`src/fsvc_pkg.sv`:
```
// Package for the float special value check slice: register map, command
// field layout, IEEE single-precision constants and the flag carrier.
// Assumes a 32-bit Avalon-MM slave port with byte addressing.
package fsvc_pkg;

   // ==========================================================================
   // Register map, byte addresses.
   // ==========================================================================
   localparam logic [7:0]  ADDR_CMD      = 8'h00;
   localparam logic [7:0]  ADDR_STATUS   = 8'h04;
   localparam logic [1:0]  GPR_WIN_TAG   = 2'h1;   // Address bits [7:6] of 0x40..0x7C.
   localparam int          GPR_COUNT     = 16;
   localparam int          SEL_W         = 4;

   // ==========================================================================
   // Command word layout.
   // ==========================================================================
   localparam int          CMD_OP_POS    = 0;
   localparam int          CMD_OP_W      = 2;
   localparam int          CMD_DST_POS   = 4;
   localparam int          CMD_SRC_POS   = 8;
   localparam int          CMD_W         = 12;

   // ==========================================================================
   // Reset values.
   // ==========================================================================
   localparam logic [31:0] GPR_RST       = 32'h0000_0000;
   localparam logic [11:0] CMD_RST       = 12'h000;
   localparam logic [4:0]  STATUS_RST    = 5'h00;

   // ==========================================================================
   // Single-precision constants.
   // ==========================================================================
   localparam logic [7:0]  EXP_ZERO      = 8'h00;
   localparam logic [7:0]  EXP_TOP_A     = 8'hFD;
   localparam logic [7:0]  EXP_TOP_B     = 8'hFE;
   localparam logic [7:0]  EXP_MAX       = 8'hFF;
   localparam logic [31:0] QUIET_NAN     = 32'h7FC0_0000;
   localparam logic [30:0] INF_MAG       = 31'h7F80_0000;
   localparam logic [30:0] ZERO_MAG      = 31'h0000_0000;
   localparam logic [31:0] RCP_SEED      = 32'h7EF3_11C3;
   localparam logic [31:0] RSQ_SEED      = 32'h5F37_59DF;

   // Operations selected by the command word.
   typedef enum logic [CMD_OP_W-1:0] {
      FSVC_OP_CHK,
      FSVC_OP_RCP,
      FSVC_OP_RSQ,
      FSVC_OP_RSV
   } fsvc_op_t;

   // Status flags; bit 0 is carry, bit 4 is saturation.
   typedef struct packed {
      logic q;
      logic v;
      logic n;
      logic z;
      logic c;
   } fsvc_flags_t;

endpackage

```
`src/fsvc_classify.sv`:
```
// Combinational classifier and seed generator for one single-precision operand.
// Assumes its operand is stable for the cycle in which the result is used.
`timescale 1ns/100ps
module fsvc_classify
   import fsvc_pkg::*;
(
   input  wire logic [31:0] operand,
   output fsvc_flags_t      flags,
   output logic [31:0]      rcp_val,
   output logic [31:0]      rsq_val
);

   // ==========================================================================
   // Field split and class decode.
   // ==========================================================================
   wire logic        sgn     = operand[31];
   wire logic [7:0]  expo    = operand[30:23];
   wire logic        frac_nz = |operand[22:0];
   wire logic        is_nan  = (expo == EXP_MAX) && frac_nz;
   wire logic        is_inf  = (expo == EXP_MAX) && !frac_nz;
   wire logic        is_tiny = (expo == EXP_ZERO);
   wire logic        is_low  = is_tiny || (expo == EXP_TOP_A) || (expo == EXP_TOP_B);
   wire logic        is_norm = !is_nan && !is_inf && !is_low;

   // top exponents
   // The two largest finite exponents share the denormal class.
   // class to flags
   // Classes are disjoint, so each operand lights exactly one pattern.
   assign flags = '{q: 1'b0, v: is_norm, n: is_nan, z: is_low, c: is_nan};

   // ==========================================================================
   // Seed estimates from integer arithmetic on the raw bit pattern.
   // ==========================================================================
   wire logic [31:0] rcp_mag = RCP_SEED - {1'b0, operand[30:0]};
   wire logic [31:0] rsq_mag = RSQ_SEED - {1'b0, operand[31:1]};

   // reciprocal seed
   // Specials are fixed up here; large exponents would underflow, so give zero.
   assign rcp_val = is_nan  ? QUIET_NAN :
                    is_inf  ? {sgn, ZERO_MAG} :
                    is_tiny ? {sgn, INF_MAG} :
                    is_low  ? {sgn, ZERO_MAG} :
                              {sgn, rcp_mag[30:0]};

   // root reciprocal seed
   // Negative operands other than zeros and denormals have no real root and give a quiet NaN.
   assign rsq_val = is_nan  ? QUIET_NAN :
                    is_tiny ? {sgn, INF_MAG} :
                    sgn     ? QUIET_NAN :
                    is_inf  ? {1'b0, ZERO_MAG} :
                              rsq_mag;

endmodule

```
`src/fsvc_top.sv`:
```
// Float special value check slice: sixteen operand registers, status flags and
// a command register, all reached over an Avalon-MM slave with waitrequest.
// Assumes one clock, a synchronous active-low reset and a well-behaved master.
//
// Summary of operation
// - Check op writes no operand register and encodes operand class in C, N, V, Z.
// - Exponents 0xFD and 0xFE classify like denormals, setting only Z.
// - Reciprocal op writes a seed approximation of one over the source.
// - Root op writes a seed approximation of one over the source square root.
// - Both approximation ops set the same class flags as the check op.
// - Approximation flags come from the source operand, not the result.
// - Specials are detected in the same pass that forms the approximation.
// - Check op leaves its operand register unchanged.
`timescale 1ns/100ps
module fsvc_top
   import fsvc_pkg::*;
(
   input  wire logic        mclk,
   input  wire logic        rst_b,
   input  wire logic [7:0]  avs_address,
   input  wire logic        avs_read,
   input  wire logic        avs_write,
   input  wire logic [31:0] avs_writedata,
   input  wire logic [3:0]  avs_byteenable,
   output logic [31:0]      avs_readdata,
   output logic             avs_waitrequest,
   output fsvc_flags_t      sr_flags_q
);

   // ==========================================================================
   // Storage.
   // ==========================================================================
   logic [31:0]      gpr_q [GPR_COUNT];
   logic [CMD_W-1:0] cmd_q;
   fsvc_flags_t      cls_flags;
   logic [31:0]      rcp_val;
   logic [31:0]      rsq_val;

   // ==========================================================================
   // Bus decode.
   // ==========================================================================
   // A request is taken once, with waitrequest high; it completes one cycle later.
   wire logic             bus_req   = avs_read || avs_write;
   wire logic             wr_commit = avs_write && !avs_waitrequest;
   wire logic             sel_cmd   = (avs_address == ADDR_CMD);
   wire logic             sel_sr    = (avs_address == ADDR_STATUS);
   wire logic             sel_gpr   = (avs_address[7:6] == GPR_WIN_TAG) && (avs_address[1:0] == 2'h0);
   wire logic [SEL_W-1:0] gpr_idx   = avs_address[5:2];

   // Command fields; selectors are four bits, so every register is reachable.
   wire fsvc_op_t         cmd_op    = fsvc_op_t'(avs_writedata[CMD_OP_POS +: CMD_OP_W]);
   wire logic [SEL_W-1:0] cmd_dst   = avs_writedata[CMD_DST_POS +: SEL_W];
   wire logic [SEL_W-1:0] cmd_src   = avs_writedata[CMD_SRC_POS +: SEL_W];
   wire logic [31:0]      src_val   = gpr_q[cmd_src];

   // A command write with a defined operation executes at its commit edge.
   wire logic             exec      = wr_commit && sel_cmd && (cmd_op != FSVC_OP_RSV);
   wire logic             exec_chk  = exec && (cmd_op == FSVC_OP_CHK);
   wire logic             exec_apx  = exec && (cmd_op != FSVC_OP_CHK);
   wire logic [31:0]      apx_val   = (cmd_op == FSVC_OP_RSQ) ? rsq_val : rcp_val;

   // Unmapped addresses read as zero.
   wire logic [31:0]      rd_mux    = sel_cmd ? {20'h00000, cmd_q} :
                                      sel_sr  ? {27'h0000000, sr_flags_q} :
                                      sel_gpr ? gpr_q[gpr_idx] :
                                                32'h0000_0000;

   // ==========================================================================
   // Classifier and seed generator.
   // ==========================================================================
   // single pass
   // Class and both seeds come from one combinational look at the source.
   fsvc_classify u_classify (
      .operand (src_val),
      .flags   (cls_flags),
      .rcp_val (rcp_val),
      .rsq_val (rsq_val)
   );

   // ==========================================================================
   // Bus handshake.
   // ==========================================================================
   // Waitrequest drops for one cycle after a request is seen, then rises again.
   always_ff @(posedge mclk) begin
      if (!rst_b) begin
         avs_waitrequest <= 1'b1;
         avs_readdata    <= 32'h0000_0000;
      end else begin
         avs_waitrequest <= !(bus_req && avs_waitrequest);
         if (avs_read && avs_waitrequest) begin
            avs_readdata <= rd_mux;
         end
      end
   end

   // ==========================================================================
   // Operand registers.
   // ==========================================================================
   // Software writes honour byte enables; approximation ops write the destination.
   always_ff @(posedge mclk) begin
      if (!rst_b) begin
         for (int i = 0; i < GPR_COUNT; i++) begin
            gpr_q[i] <= GPR_RST;
         end
      end else if (wr_commit && sel_gpr) begin
         for (int b = 0; b < 4; b++) begin
            if (avs_byteenable[b]) begin
               gpr_q[gpr_idx][8*b +: 8] <= avs_writedata[8*b +: 8];
            end
         end
      end else if (exec_apx) begin
         // seed writeback
         // The check op never reaches this branch, so its registers stay put.
         gpr_q[cmd_dst] <= apx_val;
      end
   end

   // ==========================================================================
   // Command and status flags.
   // ==========================================================================
   // Last command word is kept for readback.
   always_ff @(posedge mclk) begin
      if (!rst_b) begin
         cmd_q <= CMD_RST;
      end else if (wr_commit && sel_cmd) begin
         cmd_q <= avs_writedata[CMD_W-1:0];
      end
   end

   // Software may write the flags; an executed op replaces C, N, V and Z only.
   always_ff @(posedge mclk) begin
      if (!rst_b) begin
         sr_flags_q <= fsvc_flags_t'(STATUS_RST);
      end else if (wr_commit && sel_sr && avs_byteenable[0]) begin
         sr_flags_q <= fsvc_flags_t'(avs_writedata[4:0]);
      end else if (exec) begin
         // source flags
         // Flags follow the source class; saturation keeps its value.
         sr_flags_q <= '{q: sr_flags_q.q, v: cls_flags.v, n: cls_flags.n,
                         z: cls_flags.z, c: cls_flags.c};
      end
   end

   wire logic [7:0] src_exp = src_val[30:23];
   wire logic       src_nan = (src_exp == EXP_MAX) && (|src_val[22:0]);
   wire logic       src_inf = (src_exp == EXP_MAX) && !(|src_val[22:0]);
   wire logic       src_top = (src_exp == EXP_TOP_A) || (src_exp == EXP_TOP_B);
   wire logic       src_nrm = !src_nan && !src_inf && !src_top && (src_exp != EXP_ZERO);
endmodule

```
`config.mk`:
```
export PLATFORM = sky130hd
export DESIGN_NAME = fsvc_top
export DESIGN_NICKNAME = d
export VERILOG_FILES = /design/src/fsvc_pkg.sv /design/src/fsvc_classify.sv /design/src/fsvc_top.sv
export SDC_FILE = /design/constraint.sdc
export NUM_CORES = 1
export LEC_CHECK = 0
export BUFFER_PORTS_ARGS = -buffer_cell sky130_fd_sc_hd__buf_4
export CORE_MARGIN = 2
export CORE_UTILIZATION = 50
export CTS_CLUSTER_SIZE = 14
export DETAILED_ROUTE_END_ITERATION = 10
export PLACE_DENSITY = 0.76
export SYNTH_ARGS = -nofsm -noshare
export SYNTH_HDL_FRONTEND = slang
export SYNTH_SLANG_ARGS = --single-unit
```
`constraint.sdc`:
```
create_clock -name mclk -period 10.6 [get_ports mclk]
set_clock_uncertainty 0.15 [all_clocks]
set_input_delay 1.06 -clock mclk [delete_from_list [all_inputs] [get_ports mclk]]
set_output_delay 1.06 -clock mclk [all_outputs]
set_load 0.05 [all_outputs]
```
# == After elaboration in Yosys (flattened, before gate mapping) ==
# Memory sizes are Yosys's and may differ from the RTL's.
# Cells that the tools add are included.
# classes
addsub,2
eq_ne,7
mux,41
reduce_logical,31
# op_table
cell,n
$mux W32,11
$mux W31,3
$reduce_or A32 Y1,2
$sub A31 B31 Y32 const A,1
$sub A31 B31 Y31 const A,1
$eq A8 B8 Y1 const B,3
$reduce_or A23 Y1,1
$mux W1,21
$mux W4,5
$logic_not A8 Y1,2
$logic_and A1 B1 Y1,14
$eq A8 B3 Y1 const B,1
$logic_not A1 Y1,6
$mux W5,1
$reduce_bool A2 Y1,2
$logic_or A1 B1 Y1,3
$eq A2 B1 Y1 const B,1
$eq A2 B2 Y1 const B,1
$logic_not A2 Y1,1
$ne A2 B2 Y1 const B,1
# word_totals
ff_bits,50
mem_bits_rw,512
input_bits,48
out_inout_bits,38
wordCells,90
mem_count,1
# mem_list
name,depth,word_bits,read_ports,rd_ports_with_merged_regs,write_ports,line_no,text
gpr_q,16,32,2,0,16,fsvc_top.sv:33,logic [31:0] gpr_q [GPR_COUNT];

# == Depth between registers and ports, before layout ==
# logic_depth
ltp_word,11
depth_mapped,18
depth_no_buf,13

# == Cells and area by module ==
# From an unflattened synthesis, not the netlist that was laid out.
# unflattened
cells_unflattened,2368
area_unflattened_um2,31181.2
# modules_own_cells
mod,instances,cells_per_inst,area_per_inst_um2,seq_area_each_um2
fsvc_top,1,2097,29518.3,16375.7
fsvc_classify,1,271,1662.8,0.0

# == Worst setup path after synthesis ==
# No wires, ideal clock.
# synth_timing
path_type,in2reg
from,input port avs_writedata[8]
to,memory gpr_q[3][27] (data pin)
setup_ns,0.261
arrival_time_ns,4.505
required_time_ns,10.189
setup_slack_ns,5.683
cell_stages,16
n_path_buf,6
cell_sequence,buf_6 -> buf_6 -> buf_6 -> buf_6 -> buf_6 -> mux4_2 -> a22oi_1 -> nand2_1 -> nor4_2 -> and4b_1 -> nand4_1 -> a32o_1 -> nor3_2 -> or2_1 -> buf_6 -> nor2_2
# synth_rtl
element,line_no,text
"start, declared",fsvc_top.sv:23,"input wire logic [31:0] avs_writedata,"
"end, declared",fsvc_top.sv:33,

==> metrics.csv <==
stage;metric;value;unit
die;num rows;90;
timing;Slew HR;0.09407;
layout;layout cell share with drive strength beyond 1;0.2303;
pwr;clock network fraction of total power;0.381;
timing;Worst-Margin Slew;1.350;ns
logic_synthesis;post-synth top area share;0.5045;
logic_synthesis;post-synthesis async set-or-reset flop share;0;
clock_network;clock root buffer;clkbuf_16;
logic_synthesis;Top FF cell, synth;edfxtp_1;
global_routing;GR Util met1;0.4188;
die;core box area;60360;µm²
global_routing;GRT overflow;0;
global_routing;vias in the first global route;22010;
route;wire per inst;31.16;µm
clock_network;worst skew pair latency;0.65;ns
logic_synthesis;Syn Nets;2347;
place;Cell Count Post-Placement;3028;
worst_setup_path;crit path capture type;flop;
place;dpl hpwl;64270;µm
route;vias per cell;7.107;
worst_setup_path;WP data arrival;6.91;ns
pwr;Pint;3.821;mW
global_routing;gr busiest metal;met2;
clock_network;post-CTS resize count;0;
place;GP Congestion;0.9549;
layout;Layout fillers;4867;
clock_network;Longest Clk Path Bufs;3;
logic_synthesis;Area contributors post-synth;edfxtp_1 50%, mux4_2 20%, nor2_1 5.8%;
route;1st-pass router iterations;6;
logic_synthesis;top-count cell post-synth;edfxtp_1;
clock_network;CTS HTree Levels;2;
logic_synthesis;cell accounting for the most synthesized area;edfxtp_1;
pwr;switch share;0.2615;
global_routing;initial antenna violation count;2;
timing;RSZ-0062 raised after global routing;no;
clock_network;Hold-fix buffers, CTS;0;
logic_synthesis;multiplexer area fraction after synthesis;0.2210;
timing;final setup vio count;0;
logic_synthesis;Mapped Area;30480;µm²
logic_synthesis;synthesized flop and latch total;562;
logic_synthesis;post-synthesis simple-gate area fraction;0.1382;
clock_network;Post-CTS Setup Bufs;0;
worst_setup_path;CP Launch Type;input port;
timing;Slew Viols, Final;0;
logic_synthesis;Syn Area/Cell;13.27;µm²
pwr;Combinational Power Share;0.131;
pwr;Pwr Total;5.174;mW
logic_synthesis;sequential area share after synthesis;0.5373;
route;Vias;22290;
layout;post-route core utilization;0.5512;
route;Starting DRT DRC Count;3356;
logic_synthesis;Syn. warnings;0;
die;I/O pins;86;
route;Routed Wire Length;97730;µm
worst_setup_path;Worst EP required;10.79;ns
die;die height;250.9;µm
pwr;P_leak;11.43;nW
layout;Final nets;2357;
place;I/O Buffers;85;
clock_network;Sink Count;562;
logic_synthesis;Synth Area in Adders;0.001232;
timing;period utilization;0.6336;
logic_synthesis;post-synthesis xor/xnor area fraction;0.01006;
global_routing;GRT Util Overall;0.3112;
worst_setup_path;crit path kind;input port to flop;
layout;post-route insts no fill;3136;
global_routing;GRT met3 Usage;0.07662;
min_path;Tightest Hold Check Type;flop to flop;
logic_synthesis;post-synthesis compound-gate area fraction;0.06166;
logic_synthesis;commonest cells in the netlist;512 x edfxtp_1, 471 x nor2_1, 275 x mux4_2;
logic_synthesis;largest family of logic cells by synthesized area;multiplexers;
flow_run;max-cap viol count;0;
pwr;Pwr Density;155.5;nW/µm²
logic_synthesis;EDFF count, synth;512;
outcome;status;completed;
die;Die Wd;250.9;µm
pwr;Peak VDD IR;134.9;µV
global_routing;met2 Resource Use GR;0.4808;
clock_network;total CTS buffers;57;
route;post-route ant nets;0;
logic_synthesis;Distinct cells, synth;90;
clock_network;clk slew on worst S/H paths;0.06;ns
timing;f_max;0.1489;GHz
layout;area grow syn2layout;9.155;%
die;Initial Utilization;0.5050;
die;die area;62950;µm²
timing;Tmin final;6.716;ns
global_routing;largest net degree at the start of global routing;72;
route;DRC;0;
timing;final hold vios;0;
clock_network;clock tree from TritonCTS;yes;
timing;setup_tns;0;ns
pwr;Reg power frac;0.487;
logic_synthesis;Post-Syn Instances;2296;
global_routing;first-pass GRT wire length;143500;µm
worst_setup_path;Worst Path Max Fanout;54;
pwr;Psw;1.353;mW
cells in the final DEF (no fill, tap or decap), types with 24 or more instances in the layout:
| cell type | count |
|---|---|
| buf_4 | 117 |
| a221oi_1 | 24 |
| dfxtp_1 | 50 |
| edfxtp_1 | 512 |
| nand3_1 | 29 |
| a21oi_1 | 34 |
| nor3_1 | 135 |
| nand2_1 | 218 |
| mux4_2 | 275 |
| o21ai_0 | 24 |
| nor2_1 | 470 |
| a22oi_1 | 49 |
| clkbuf_16 | 60 |
worst max-delay path, stage by stage:
cell and delay [ns]:
clkbuf_8 0.50, buf_4 0.80, mux4_2 0.69, a22o_1 0.30, a221o_1 0.40, nor2_1 0.38
nand3_1 0.33, nand3_1 0.30, or2_1 0.68, nor3_1 0.19, o41ai_2 1.04, nor2_1 0.10
state kept, by name (all words and copies together) (netlist names):
| name | flops |
|---|---|
| cmd_q | 12 |
| sr_flags_q | 5 |
| gpr_q | 512 |
| avs_readdata | 32 |
| avs_waitrequest | 1 |
cell type report:
type | count | area, µm² | area share
Antenna cell | 1 | 2.502 | 0.00007522
Clock buffer | 71 | 1555 | 0.04675
Sequential cell | 562 | 16380 | 0.4922
Clock inverter | 35 | 217.7 | 0.006544
Inverter | 8 | 30.03 | 0.0009026
Timing Repair Buffer | 120 | 917.1 | 0.02757
Multi-Input combinational cell | 1557 | 13190 | 0.3965
Tap cell | 782 | 978.4 | 0.02941
routing by layer:
metal  part of all wire  vias to the layer above
met5            0.00013                        -
met4              0.052                        2
met3               0.14                      321
met2               0.46                     1967
met1               0.35                    11020
li1                   -                     8979
power groups by stage:
| stage | clock network [mW] | registers (mW) | logic (mW) |
|---|---|---|---|
| 2_1_floorplan | 0 | 2.56 | 0.453 |
| 3_3_place_gp | 0 | 2.56 | 0.652 |
| 3_5_place_dp | 0 | 2.57 | 0.659 |
| 4_1_cts | 1.97 | 2.52 | 0.662 |
| 5_1_grt | 2.05 | 2.53 | 0.706 |
| 6_report | 1.97 | 2.52 | 0.680 |
cells by family (layout without fill, tap and decap cells):
kind of cell | Yosys count | count (layout)
simple gates | 965 | 965
fa+ha+maj | 3 | 3
xor+xnor | 35 | 35
compound gates | 246 | 246
flops | 562 | 562
other cells | 0 | 1
buf+inv | 177 | 234
mux | 308 | 308
worst paths after layout:
check	slack, ns	to	depth (start not counted)	startpoint
setup / recovery	3.88	gpr_q[6][20]	12	avs_writedata[8]
hold / removal	0.31	cmd_q[3]	2	cmd_q[3]
setup reg to reg	5.06	gpr_q[3][22]	10	avs_waitrequest
hold reg to reg	0.31	cmd_q[3]	2	cmd_q[3]
stage by stage:
stage | worst slack (ns) | hold WS (ns) | cell area [µm²]
after global routing | 3.646 | 0.3271 | 33270
final | 3.884 | 0.3106 | 33270
after global placement | 3.330 | 0.2839 | 31490
after detailed placement | 3.364 | 0.3007 | 31490
after CTS | 4.050 | 0.3090 | 33260
after floorplan | 5.683 | 0.2860 | 30480
Power figures use the tool's default switching activity.
